**src/design/pcint_defs.svh**
```systemverilog
`ifndef PCINT_DEFS_SVH
`define PCINT_DEFS_SVH
// ****************************************
// register offsets
// ****************************************
`define PCINT_ADDR_W 12
`define PCINT_PORT_B_CHANGE_FLAGS 12'hE93
`define PCINT_PORT_B_FALLING_ENABLE 12'hE94
`define PCINT_PORT_B_RISING_ENABLE 12'hE95
`define PCINT_PORT_C_CHANGE_FLAGS 12'hE9B
`define PCINT_PORT_C_FALLING_ENABLE 12'hE9C
`define PCINT_PORT_C_RISING_ENABLE 12'hE9D
`define PCINT_PORT_E_CHANGE_FLAGS 12'hEA8
`define PCINT_PORT_E_FALLING_ENABLE 12'hEA9
`define PCINT_PORT_E_RISING_ENABLE 12'hEAA
`define PCINT_PORT_G_CHANGE_FLAGS 12'hEB5
`define PCINT_PORT_G_FALLING_ENABLE 12'hEB6
`define PCINT_PORT_G_RISING_ENABLE 12'hEB7
`define PCINT_IRQ_CTRL 12'hEC0
`define PCINT_IRQ_STATUS 12'hEC1
`define PCINT_IRQ_MASK 12'hEC2
// ****************************************
// fields and reset values
// ****************************************
`define PCINT_G_PIN 5
`define PCINT_G_VALID_MASK 8'h20
`define PCINT_REG_RESET 8'h00
`define PCINT_CTRL_MASTER_EN_BIT 0
`define PCINT_ST_SUMMARY_BIT 0
`define PCINT_ST_WAKE_BIT 1
`endif

```
**src/design/pcint_pkg.sv**
```systemverilog
package pcint_pkg;
    typedef logic [7:0] pcint_byte_t;
    typedef enum logic [1:0] {
        PCINT_PORT_B,
        PCINT_PORT_C,
        PCINT_PORT_E,
        PCINT_PORT_G
    } pcint_port_e;
endpackage

```
**src/design/pcint_top.sv**
```systemverilog
// Operation
// - every pin of ports b, c and e and only pin 5 of port g detect changes.
// - each pin has a rising detector enabled by its rising bit and a falling one by its falling bit.
// - with both enable bits set a pin responds to edges in either direction.
// - an enabled edge sets the pin's change flag, which holds until software clears it.
// - with the master enable clear, flags still set but no interrupt request is raised.
// - the summary flag is the or of all change flags of all four ports.
// - writing zero to a flag bit clears it and writing one leaves it as it is.
// - an edge seen in the same cycle as a clearing write leaves the flag set.
// - with the master enable set, an enabled edge seen in sleep asks the core to wake.
// - an edge seen in sleep has its flag set before the core runs again.
// - with the master-clear pin or low-voltage programming enabled, port g pin 5 takes no part.
`include "pcint_defs.svh"
module pcint_top (
    input wire logic ref_clk_i,
    input wire logic reset_i,
    input wire logic [`PCINT_ADDR_W-1:0] addr_i,
    input wire logic [7:0] wdata_i,
    input wire logic wr_i,
    input wire logic rd_i,
    output logic [7:0] rdata_o,
    input wire logic [7:0] second_port_i,
    input wire logic [7:0] third_port_i,
    input wire logic [7:0] fifth_port_i,
    input wire logic port_g_pin5_i,
    input wire logic master_clear_pin_enable_i,
    input wire logic low_voltage_programming_enable_i,
    input wire logic sleep_i,
    output logic change_irq_summary_flag_o,
    output logic change_irq_o,
    output logic wake_request_o,
    output logic irq_o
);
    // ****************************************
    // pin synchronisers
    // ****************************************
    logic [31:0] pin_meta;
    logic [31:0] pin_sync;
    logic [31:0] pin_last;
    wire [31:0] pin_raw = {8'h00, fifth_port_i, third_port_i, second_port_i};
    logic [7:0] g_meta;
    logic g_sync;
    logic g_last;
    logic [1:0] cfg_meta;
    logic [1:0] cfg_sync;

    always_ff @(posedge ref_clk_i) begin
        pin_meta <= pin_raw;
        pin_sync <= pin_meta;
        pin_last <= pin_sync;
        g_meta <= {7'h00, port_g_pin5_i};
        g_sync <= g_meta[0];
        g_last <= g_sync;
        cfg_meta <= {master_clear_pin_enable_i, low_voltage_programming_enable_i};
        cfg_sync <= cfg_meta;
    end

    // ****************************************
    // registers
    // ****************************************
    pcint_pkg::pcint_byte_t flag_b, flag_c, flag_e, flag_g;
    pcint_pkg::pcint_byte_t rise_b, rise_c, rise_e, rise_g;
    pcint_pkg::pcint_byte_t fall_b, fall_c, fall_e, fall_g;
    logic master_en;
    logic [1:0] irq_status;
    logic [1:0] irq_mask;

    function automatic logic [7:0] edges(input logic [7:0] now, input logic [7:0] last,
                                         input logic [7:0] rise, input logic [7:0] fall);
        edges = (now & ~last & rise) | (~now & last & fall);
    endfunction

    function automatic logic [7:0] next_flag(input logic [7:0] cur, input logic [7:0] ev,
                                             input logic wr, input logic [7:0] wd);
        // written zeros clear, ones keep; a fresh edge always wins
        next_flag = (wr ? (cur & wd) : cur) | ev;
    endfunction

    wire g_off = |cfg_sync;
    wire [7:0] g_pin_now = {2'b00, g_sync, 5'b00000};
    wire [7:0] g_pin_last = {2'b00, g_last, 5'b00000};
    wire [7:0] ev_b = edges(pin_sync[7:0], pin_last[7:0], rise_b, fall_b);
    wire [7:0] ev_c = edges(pin_sync[15:8], pin_last[15:8], rise_c, fall_c);
    wire [7:0] ev_e = edges(pin_sync[23:16], pin_last[23:16], rise_e, fall_e);
    wire [7:0] ev_g = g_off ? 8'h00 : (edges(g_pin_now, g_pin_last, rise_g, fall_g) & `PCINT_G_VALID_MASK);
    wire any_ev = |{ev_b, ev_c, ev_e, ev_g};

    wire wr_fb = wr_i && (addr_i == `PCINT_PORT_B_CHANGE_FLAGS);
    wire wr_fc = wr_i && (addr_i == `PCINT_PORT_C_CHANGE_FLAGS);
    wire wr_fe = wr_i && (addr_i == `PCINT_PORT_E_CHANGE_FLAGS);
    wire wr_fg = wr_i && (addr_i == `PCINT_PORT_G_CHANGE_FLAGS);
    wire wr_nb = wr_i && (addr_i == `PCINT_PORT_B_FALLING_ENABLE);
    wire wr_nc = wr_i && (addr_i == `PCINT_PORT_C_FALLING_ENABLE);
    wire wr_ne = wr_i && (addr_i == `PCINT_PORT_E_FALLING_ENABLE);
    wire wr_ng = wr_i && (addr_i == `PCINT_PORT_G_FALLING_ENABLE);
    wire wr_pb = wr_i && (addr_i == `PCINT_PORT_B_RISING_ENABLE);
    wire wr_pc = wr_i && (addr_i == `PCINT_PORT_C_RISING_ENABLE);
    wire wr_pe = wr_i && (addr_i == `PCINT_PORT_E_RISING_ENABLE);
    wire wr_pg = wr_i && (addr_i == `PCINT_PORT_G_RISING_ENABLE);
    wire wr_ctl = wr_i && (addr_i == `PCINT_IRQ_CTRL);
    wire wr_msk = wr_i && (addr_i == `PCINT_IRQ_MASK);
    wire rd_st = rd_i && (addr_i == `PCINT_IRQ_STATUS);

    wire [7:0] next_flag_b = next_flag(flag_b, ev_b, wr_fb, wdata_i);
    wire [7:0] next_flag_c = next_flag(flag_c, ev_c, wr_fc, wdata_i);
    wire [7:0] next_flag_e = next_flag(flag_e, ev_e, wr_fe, wdata_i);
    wire [7:0] next_flag_g = next_flag(flag_g, ev_g, wr_fg, wdata_i) & `PCINT_G_VALID_MASK;
    wire next_summary = |{next_flag_b, next_flag_c, next_flag_e, next_flag_g};
    // the wake event is taken from the edge itself; the clock keeps running in sleep here
    wire wake_ev = any_ev && sleep_i && master_en;
    wire [1:0] st_ev = {wake_ev, next_summary && master_en};
    wire [1:0] next_irq_status = (rd_st ? 2'b00 : irq_status) | st_ev;

    always_ff @(posedge ref_clk_i) begin
        if (reset_i) begin
            flag_b <= `PCINT_REG_RESET;
            flag_c <= `PCINT_REG_RESET;
            flag_e <= `PCINT_REG_RESET;
            flag_g <= `PCINT_REG_RESET;
            rise_b <= `PCINT_REG_RESET;
            rise_c <= `PCINT_REG_RESET;
            rise_e <= `PCINT_REG_RESET;
            rise_g <= `PCINT_REG_RESET;
            fall_b <= `PCINT_REG_RESET;
            fall_c <= `PCINT_REG_RESET;
            fall_e <= `PCINT_REG_RESET;
            fall_g <= `PCINT_REG_RESET;
            master_en <= 1'b0;
            irq_mask <= 2'b00;
        end else begin
            flag_b <= next_flag_b;
            flag_c <= next_flag_c;
            flag_e <= next_flag_e;
            flag_g <= next_flag_g;
            if (wr_pb) rise_b <= wdata_i;
            if (wr_pc) rise_c <= wdata_i;
            if (wr_pe) rise_e <= wdata_i;
            if (wr_pg) rise_g <= wdata_i & `PCINT_G_VALID_MASK;
            if (wr_nb) fall_b <= wdata_i;
            if (wr_nc) fall_c <= wdata_i;
            if (wr_ne) fall_e <= wdata_i;
            if (wr_ng) fall_g <= wdata_i & `PCINT_G_VALID_MASK;
            if (wr_ctl) master_en <= wdata_i[`PCINT_CTRL_MASTER_EN_BIT];
            if (wr_msk) irq_mask <= wdata_i[1:0];
        end
    end

    // ****************************************
    // outputs
    // ****************************************
    always_ff @(posedge ref_clk_i) begin
        if (reset_i) begin
            irq_status <= 2'b00;
            change_irq_summary_flag_o <= 1'b0;
            change_irq_o <= 1'b0;
            wake_request_o <= 1'b0;
            irq_o <= 1'b0;
        end else begin
            irq_status <= next_irq_status;
            change_irq_summary_flag_o <= next_summary;
            change_irq_o <= next_summary && master_en;
            wake_request_o <= next_summary && master_en && sleep_i;
            irq_o <= |(next_irq_status & irq_mask);
        end
    end

    // ****************************************
    // read path
    // ****************************************
    wire [7:0] rd_mux =
        (addr_i == `PCINT_PORT_B_CHANGE_FLAGS) ? flag_b :
        (addr_i == `PCINT_PORT_C_CHANGE_FLAGS) ? flag_c :
        (addr_i == `PCINT_PORT_E_CHANGE_FLAGS) ? flag_e :
        (addr_i == `PCINT_PORT_G_CHANGE_FLAGS) ? flag_g :
        (addr_i == `PCINT_PORT_B_FALLING_ENABLE) ? fall_b :
        (addr_i == `PCINT_PORT_C_FALLING_ENABLE) ? fall_c :
        (addr_i == `PCINT_PORT_E_FALLING_ENABLE) ? fall_e :
        (addr_i == `PCINT_PORT_G_FALLING_ENABLE) ? fall_g :
        (addr_i == `PCINT_PORT_B_RISING_ENABLE) ? rise_b :
        (addr_i == `PCINT_PORT_C_RISING_ENABLE) ? rise_c :
        (addr_i == `PCINT_PORT_E_RISING_ENABLE) ? rise_e :
        (addr_i == `PCINT_PORT_G_RISING_ENABLE) ? rise_g :
        (addr_i == `PCINT_IRQ_CTRL) ? {7'h00, master_en} :
        (addr_i == `PCINT_IRQ_STATUS) ? {6'h00, irq_status} :
        (addr_i == `PCINT_IRQ_MASK) ? {6'h00, irq_mask} : 8'h00;

    always_ff @(posedge ref_clk_i) begin
        if (reset_i) begin
            rdata_o <= 8'h00;
        end else if (rd_i) begin
            rdata_o <= rd_mux;
        end else begin
            rdata_o <= 8'h00;
        end
    end
endmodule

```
**config.mk**
```make
export PLATFORM = sky130hd
export DESIGN_NAME = pcint_top
export DESIGN_NICKNAME = d
export VERILOG_FILES = /design/src/design/pcint_pkg.sv /design/src/design/pcint_top.sv
export VERILOG_INCLUDE_DIRS = /design/src /design/src/design
export SDC_FILE = /design/constraint.sdc
export NUM_CORES = 1
export LEC_CHECK = 0
export ABC_AREA = 1
export ABC_CLOCK_PERIOD_IN_PS = 4560
export BUFFER_PORTS_ARGS = -buffer_cell sky130_fd_sc_hd__buf_2
export CELL_PAD_IN_SITES_DETAIL_PLACEMENT = 1
export CELL_PAD_IN_SITES_GLOBAL_PLACEMENT = 2
export CORE_AREA = 2 2 138 140
export DETAILED_ROUTE_END_ITERATION = 16
export DIE_AREA = 0 0 140 142
export HOLD_SLACK_MARGIN = 0.1
export PLACE_DENSITY = 0.86
export RECOVER_POWER = 50
export SLEW_MARGIN = 20
export SYNTH_ARGS = -nofsm -noshare
export SYNTH_HDL_FRONTEND = slang
export SYNTH_SLANG_ARGS = --single-unit
export TNS_END_PERCENT = 20
```
**constraint.sdc**
```tcl
create_clock -name ref_clk_i -period 4.56 [get_ports ref_clk_i]
set_clock_uncertainty 0.2 [all_clocks]
set_input_delay 1.368 -clock ref_clk_i [delete_from_list [all_inputs] [get_ports ref_clk_i]]
set_output_delay 1.368 -clock ref_clk_i [all_outputs]
set_load 0.005 [all_outputs]
```
==> results.json, run 1 <==
{
  "outcome": "finished, violations left",
  "violations": "design-rule violations",
  "setup_viol": 0,
  "multi_input_area_sq_um": 2751,
  "clk_latency_ns": 0.44,
  "drive_gt1_share_pct": 14.78,
  "slew-limit-headroom_pct": 41.70,
  "synth_edf_count": 0,
  "hold_buffers": 0,
  "maxCapViolations": 0,
  "area_delta_synth_final_pct": 16.64,
  "syn_nets": 891,
  "ys_async_sr_fraction_pct": 0,
  "holdCritStartpoint": "pin_meta[13]",
  "grt-ovfl-total": 0,
  "nFillCells": 2291,
  "crit_arrival_ns": 3.78,
  "synth.avg_cell_area_sq_um": 8.013,
  "cp-start-kind": "primary input",
  "worstSetupEndpointType": "flip-flop",
  "die-width_um": 140,
  "avgRoutedWirePerCell_um": 18.80,
  "cts_resized": 0,
  "required_ns": 4.68,
  "clk_pin_slew_ns": 0.07,
  "dieHeight_um": 142,
  "ys_seq_area_share_pct": 50.92,
  "whs_path_depth": 0,
  "ant_nets": 0,
  "period_share_pct": 80.23,
  "whs_ns": 0.1237,
  "drtPass1Iterations": 13,
  "hold_path.class": "reg -> reg",
  "min_to": "pin_sync[13]",
  "cts_tree": "done",
  "start_util_pct": 36.43,
  "tightestPinTransition_ns": 0.8736,
  "track_usage_pct": 22.55,
  "gp_congestion": 0.8863,
  "ys_top_cells_by_area": "dfxtp_1, nand2_1, inv_1",
  "postCtsSetupBuffers": 0,
  "nets": 959,
  "numCtsBuffers": 17,
  "clkSinkCount": 171,
  "synth_most_common_cell": "dfxtp_1",
  "fin_setup_tns_ns": 0,
  "yosys.area.top_type_share_pct": 50.92,
  "regToRegStartpoint": "fall_c[0]",
  "synth_top_cells_by_count": "dfxtp_1, nand2_1, inv_1",
  "grt_pass1_vias": 5909,
  "p_per_area_nw_per_um2": 400.3,
  "ios": 64,
  "cts_max_level": 4,
  "via_per_inst": 5.229,
  "report.final.slew_viol_count": 0,
  "regArea_sq_um": 3423,
  "diodes": 0,
  "grt_max_degree": 60,
  "r2r-end": "irq_o",
  "place_ws_ns": 0.7337,
  "leakage_nw": 3.450,
  "synth_area_leader_cell": "dfxtp_1",
  "portBuffers": 63,
  "hold_viol": 0,
  "peakVddDrop_mv": 0.2730,
  "reg2reg_depth": 12,
  "grt_first_pass_wirelength_mm": 33.90,
  "drcViolationCount": 4,
  "dr_total_vias": 6034,
  "critPathMaxFanout": 11,
  "routed_wl_mm": 21.70,
  "fmax_ghz": 0.2733,
  "synthCells": 839,
  "synth_ff_type": "dfxtp_1",
  "rrSetupSlack_ns": 2.30,
  "root_buffer": "clkbuf_16",
  "dp_hpwl_mm": 16.34,
  "yosysUniqueCellTypes": 36,
  "syn-cell-area_sq_um": 6723,
  "min_period_ns": 3.659,
  "synth_seq_cells": 171,
  "rows": 50,
  "core-area_sq_um": 18460,
  "drt_iter0_drc": 362,
  "clock_path_buffers": 2,
  "yosys_warnings": 0,
  "antenna_found_initial": 0,
  "setup_slack_ns": 0.9014,
  "rsz0062_at_grt": "no",
  "die_area_sq_um": 19880,
  "setup.worst_path.class": "in -> reg"
}
==> sequential cells by signal, summed over array words and instances, names as in the netlist, 8 cells and up <==
| register | count |
|---|---|
| rise_c | 8 |
| flag_c | 8 |
| flag_e | 8 |
| rise_e | 8 |
| rise_b | 8 |
| fall_e | 8 |
| pin_sync | 24 |
| pin_last | 24 |
| rdata_o | 8 |
| fall_b | 8 |
| pin_meta | 24 |
| fall_c | 8 |
| flag_b | 8 |
==> power by group <==
part           total (mW)  switching (mW)  internal, mW
logic               0.133          0.0961        0.0364
clock network        1.46           0.660         0.795
registers            1.55          0.0167          1.53
==> cells by family after synthesis <==
family	synth area share, %
buf+inv	7.780
flops	50.92
compound gates	16.81
simple gates	24.49
==> metrics by stage <==
stage	power [mW]	utilization [%]	cell area (sq um)	instances
final	3.139	42.49	7841	1154
after global routing	3.236	42.49	7841	1154
after CTS	3.163	42.64	7869	1154
after detailed placement	1.718	39.48	7286	1122
after global placement	1.715	39.48	7286	1122
after floorplan	1.648	-	6723	839
==> critical path: stages <==
cell and delay [ns]:
buf_2 0.10, inv_1 0.04, nor2_1 0.13, nand2_1 0.35, nor2_8 0.33, nand3_1 0.31, nand2_1 0.17, nand3_1 0.08
nor2_1 0.13, nand2_1 0.08, nor2_1 0.11, nand2_1 0.10, o21ai_2 0.24, nand2_1 0.08, nand3_1 0.08, nand2_1 0.07
==> layout by cell type (no fill, tap or decap), types with 5 or more instances in the layout <==
| cell type | instances |
|---|---|
| nand2_1 | 121 |
| a31oi_1 | 27 |
| o21ai_0 | 43 |
| inv_1 | 107 |
| nand4_1 | 33 |
| o2111ai_1 | 5 |
| a21oi_1 | 75 |
| inv_2 | 5 |
| nor3_1 | 23 |
| nand3_1 | 43 |
| buf_4 | 7 |
| nor2_1 | 86 |
| o211ai_1 | 6 |
| or2_2 | 5 |
| nor2_2 | 10 |
| clkbuf_16 | 17 |
| dfxtp_1 | 171 |
| a211oi_1 | 27 |
| buf_2 | 61 |
==> layer usage <==
metal | wire, um | GRT usage [%]
met5 | 0 | 0
met4 | 562 | 8.347
met3 | 930 | 3.499
met2 | 9717 | 35.88
met1 | 10490 | 31.19
==> area by class of cell <==
class                      instances  share of cell area [%]
inverter                         113                   5.425
clock buffer                      19                   5.776
tap                              234                   3.734
clock inverter                    13                   1.659
timing repair buffer              70                   4.659
sequential                       171                   43.66
multi-input combinational        534                   35.09
==> worst max path at each step <==
stage          startpoint    end  slack, ns  cells after the start
4_1_cts              wr_i  irq_o       1.19                     12
3_5_place_dp         wr_i  irq_o       0.73                     12
5_1_grt         addr_i[7]  irq_o       0.58                     16
2_1_floorplan  addr_i[11]  irq_o       1.46                     16
6_report        addr_i[7]  irq_o       0.90                     16
3_3_place_gp         wr_i  irq_o       0.74                     12
Note: power is estimated with default switching activity, not from simulation.
==> run 2, diff against run 1 <==
- ABC_AREA: 1 -> 0
- ABC_CLOCK_PERIOD_IN_PS: 4560 -> 3500
- CORE_AREA: 2 2 138 140 -> 2 2 135 137
- DIE_AREA: 0 0 140 142 -> 0 0 137 139
- PLACE_DENSITY: 0.86 -> 0.81
- clock period: 4.56 -> 3.5 ns (I/O delays scaled with it)
==> results.json, run 2 <==
{
  "synth_area_leader_cell": "dfxtp_1",
  "crit_path_frequent_cell": "buf_4",
  "slew-limit-headroom_pct": 60.30,
  "synth_edf_count": 0,
  "routed_wl_mm": 22.30,
  "drive_gt1_share_pct": 19.80,
  "clock_path_buffers": 2,
  "hold_buffers": 0,
  "grt_pass1_vias": 5864,
  "via_per_inst": 5.567,
  "cts_max_level": 4,
  "numCtsBuffers": 17,
  "crit_arrival_ns": 3.43,
  "reg_top3": "pin_last x24, pin_meta x24, pin_sync x24",
  "setup.worst_path.class": "in -> reg",
  "critPathSlowestCell": "o21ai_0",
  "yosysUniqueCellTypes": 57,
  "synth_top_cells_by_count": "dfxtp_1, nand2_1, a21oi_1",
  "grt_first_pass_wirelength_mm": 34.18,
  "synth.avg_cell_area_sq_um": 9.348,
  "tightestPinTransition_ns": 0.5892,
  "finalPower_mw": 3.966,
  "synthCells": 671,
  "syn-cell-area_sq_um": 6272,
  "core-area_sq_um": 17660,
  "drcViolationCount": 0,
  "yosys_warnings": 0,
  "setup_slack_ns": 0.1899,
  "cts_resized": 0,
  "dp_cells": 981,
  "critPathTopFamily": "simple AND/OR/NAND/NOR gates",
  "nets": 823,
  "gp_congestion": 0.9591,
  "synth_most_common_cell": "dfxtp_1",
  "yosys.area_share.simple_pct": 23.50,
  "leakage_nw": 3.014,
  "final_common_cell": "dfxtp_1",
  "clk_pin_slew_ns": 0.07,
  "dr_total_vias": 5634,
  "die_area_sq_um": 19040,
  "synth_seq_cells": 171,
  "track_usage_pct": 23.99,
  "fin_cells": 1012,
  "peakVddDrop_mv": 0.3283,
  "critical-path-max-stage-delay_ns": 0.37,
  "synthMuxAreaShare_pct": 2.394,
  "root_buffer": "clkbuf_16",
  "clkSinkCount": 171,
  "dp_hpwl_mm": 16.65,
  "worstSetupEndpointType": "flip-flop",
  "fin_setup_tns_ns": 0,
  "grt_max_degree": 45,
  "drtPass1Iterations": 8,
  "maxCapViolations": 0,
  "ys_top_cells_by_area": "dfxtp_1, nand2_1, a21oi_1",
  "fmax_ghz": 0.3021,
  "cts_tree": "done",
  "die-width_um": 137,
  "p_per_area_nw_per_um2": 519.7,
  "postCtsSetupBuffers": 0,
  "worstPathCellList": "buf_2 -> and4bb_2 -> nand4_1 -> buf_4 -> o21ai_0 -> buf_4 -> nand3_1 -> nor2_1 -> a31oi_1 -> and3_1",
  "hold_path.class": "reg -> reg",
  "drt_iter0_drc": 472,
  "grt-ovfl-total": 0,
  "synth_top_family_by_area": "simple AND/OR/NAND/NOR gates",
  "synthXorXnorAreaFrac_pct": 0,
  "diodes": 0,
  "outcome": "finished clean",
  "clk_latency_ns": 0.44,
  "yosys.area.top_type_share_pct": 54.58,
  "critPathMaxFanout": 6,
  "ys_async_sr_fraction_pct": 0,
  "dieHeight_um": 139,
  "required_ns": 3.62,
  "setup_viol": 0,
  "report.final.slew_viol_count": 0,
  "avgRoutedWirePerCell_um": 22.04,
  "syn_nets": 723,
  "final_cell_mix": "dfxtp_1, nand2_1, a21oi_1, buf_2, nor2_1",
  "area_delta_synth_final_pct": 21.68,
  "period_share_pct": 94.58,
  "rsz0062_at_grt": "no",
  "min_period_ns": 3.310,
  "rrSetupSlack_ns": 0.81,
  "antenna_found_initial": 0,
  "ant_nets": 0,
  "fin_util_pct": 43.23,
  "place_ws_ns": -0.07464,
  "synthAdderAreaFrac_pct": 0,
  "synth_compound_area_share_pct": 16.18,
  "portBuffers": 63,
  "cp-start-kind": "primary input",
  "start_util_pct": 35.52,
  "synth_ff_type": "dfxtp_1",
  "worstPathBufferInverterCount": 3,
  "ios": 64,
  "ys_seq_area_share_pct": 54.58,
  "rows": 49,
  "hold_viol": 0
}
run 2: cell count changes after synthesis, moves of 16 or more:
cell	before	now
nand2_1	119	94
a31oi_1	27	2
a211oi_1	27	1
nor3_1	23	1
nor2_1	85	52
inv_1	107	12
nand3b_1	2	28
nand3_1	42	26
run 2: path summary, 6_finish.rpt:
check | start | end | depth (start not counted)
max | addr_i[6] | wake_request_o | 10
min | pin_meta[5] | pin_sync[5] | 0
max reg2reg | pin_last[16] | irq_o | 7
min reg2reg | pin_meta[5] | pin_sync[5] | 0
run 2: logic make-up after synthesis:
group | count (synthesis)
and+or+nand+nor | 277
buffers and inverters | 45
muxes | 15
DFF | 171
AOI/OAI and AO/OA | 163
run 2: cell type report:
class	instances	area [sq um]
multi-input cells	455	2633
clock buffers	17	425.4
clock inverters	14	126.4
well taps	229	286.5
inverters	12	45.04
flip-flops and latches	171	3423
repair buffers	114	693.2
fillers	2060	10020
run 2: power breakdown:
part,switching (mW),internal (mW)
combinational,0.0891,0.0511
clock,0.871,0.938
sequential,0.0238,1.99
run 2: metal layers:
layer  track usage (%)  up-vias  part of all wire [%]
li1                  -     2631                     -
met1             32.51     2814                    46
met2             37.99      149                    47
met3             4.459       40                   5.0
met4             8.573        0                   2.3
met5                 0        -                     0
run 2: through the flow:
stage | hold slack [ns] | cell area (sq um)
CTS | 0.1265 | 7644
finish | 0.1230 | 7632
detailed placement | 0.1135 | 7092
floorplan | 0.1096 | 6272
global route | 0.1344 | 7632
global placement | 0.1106 | 7092
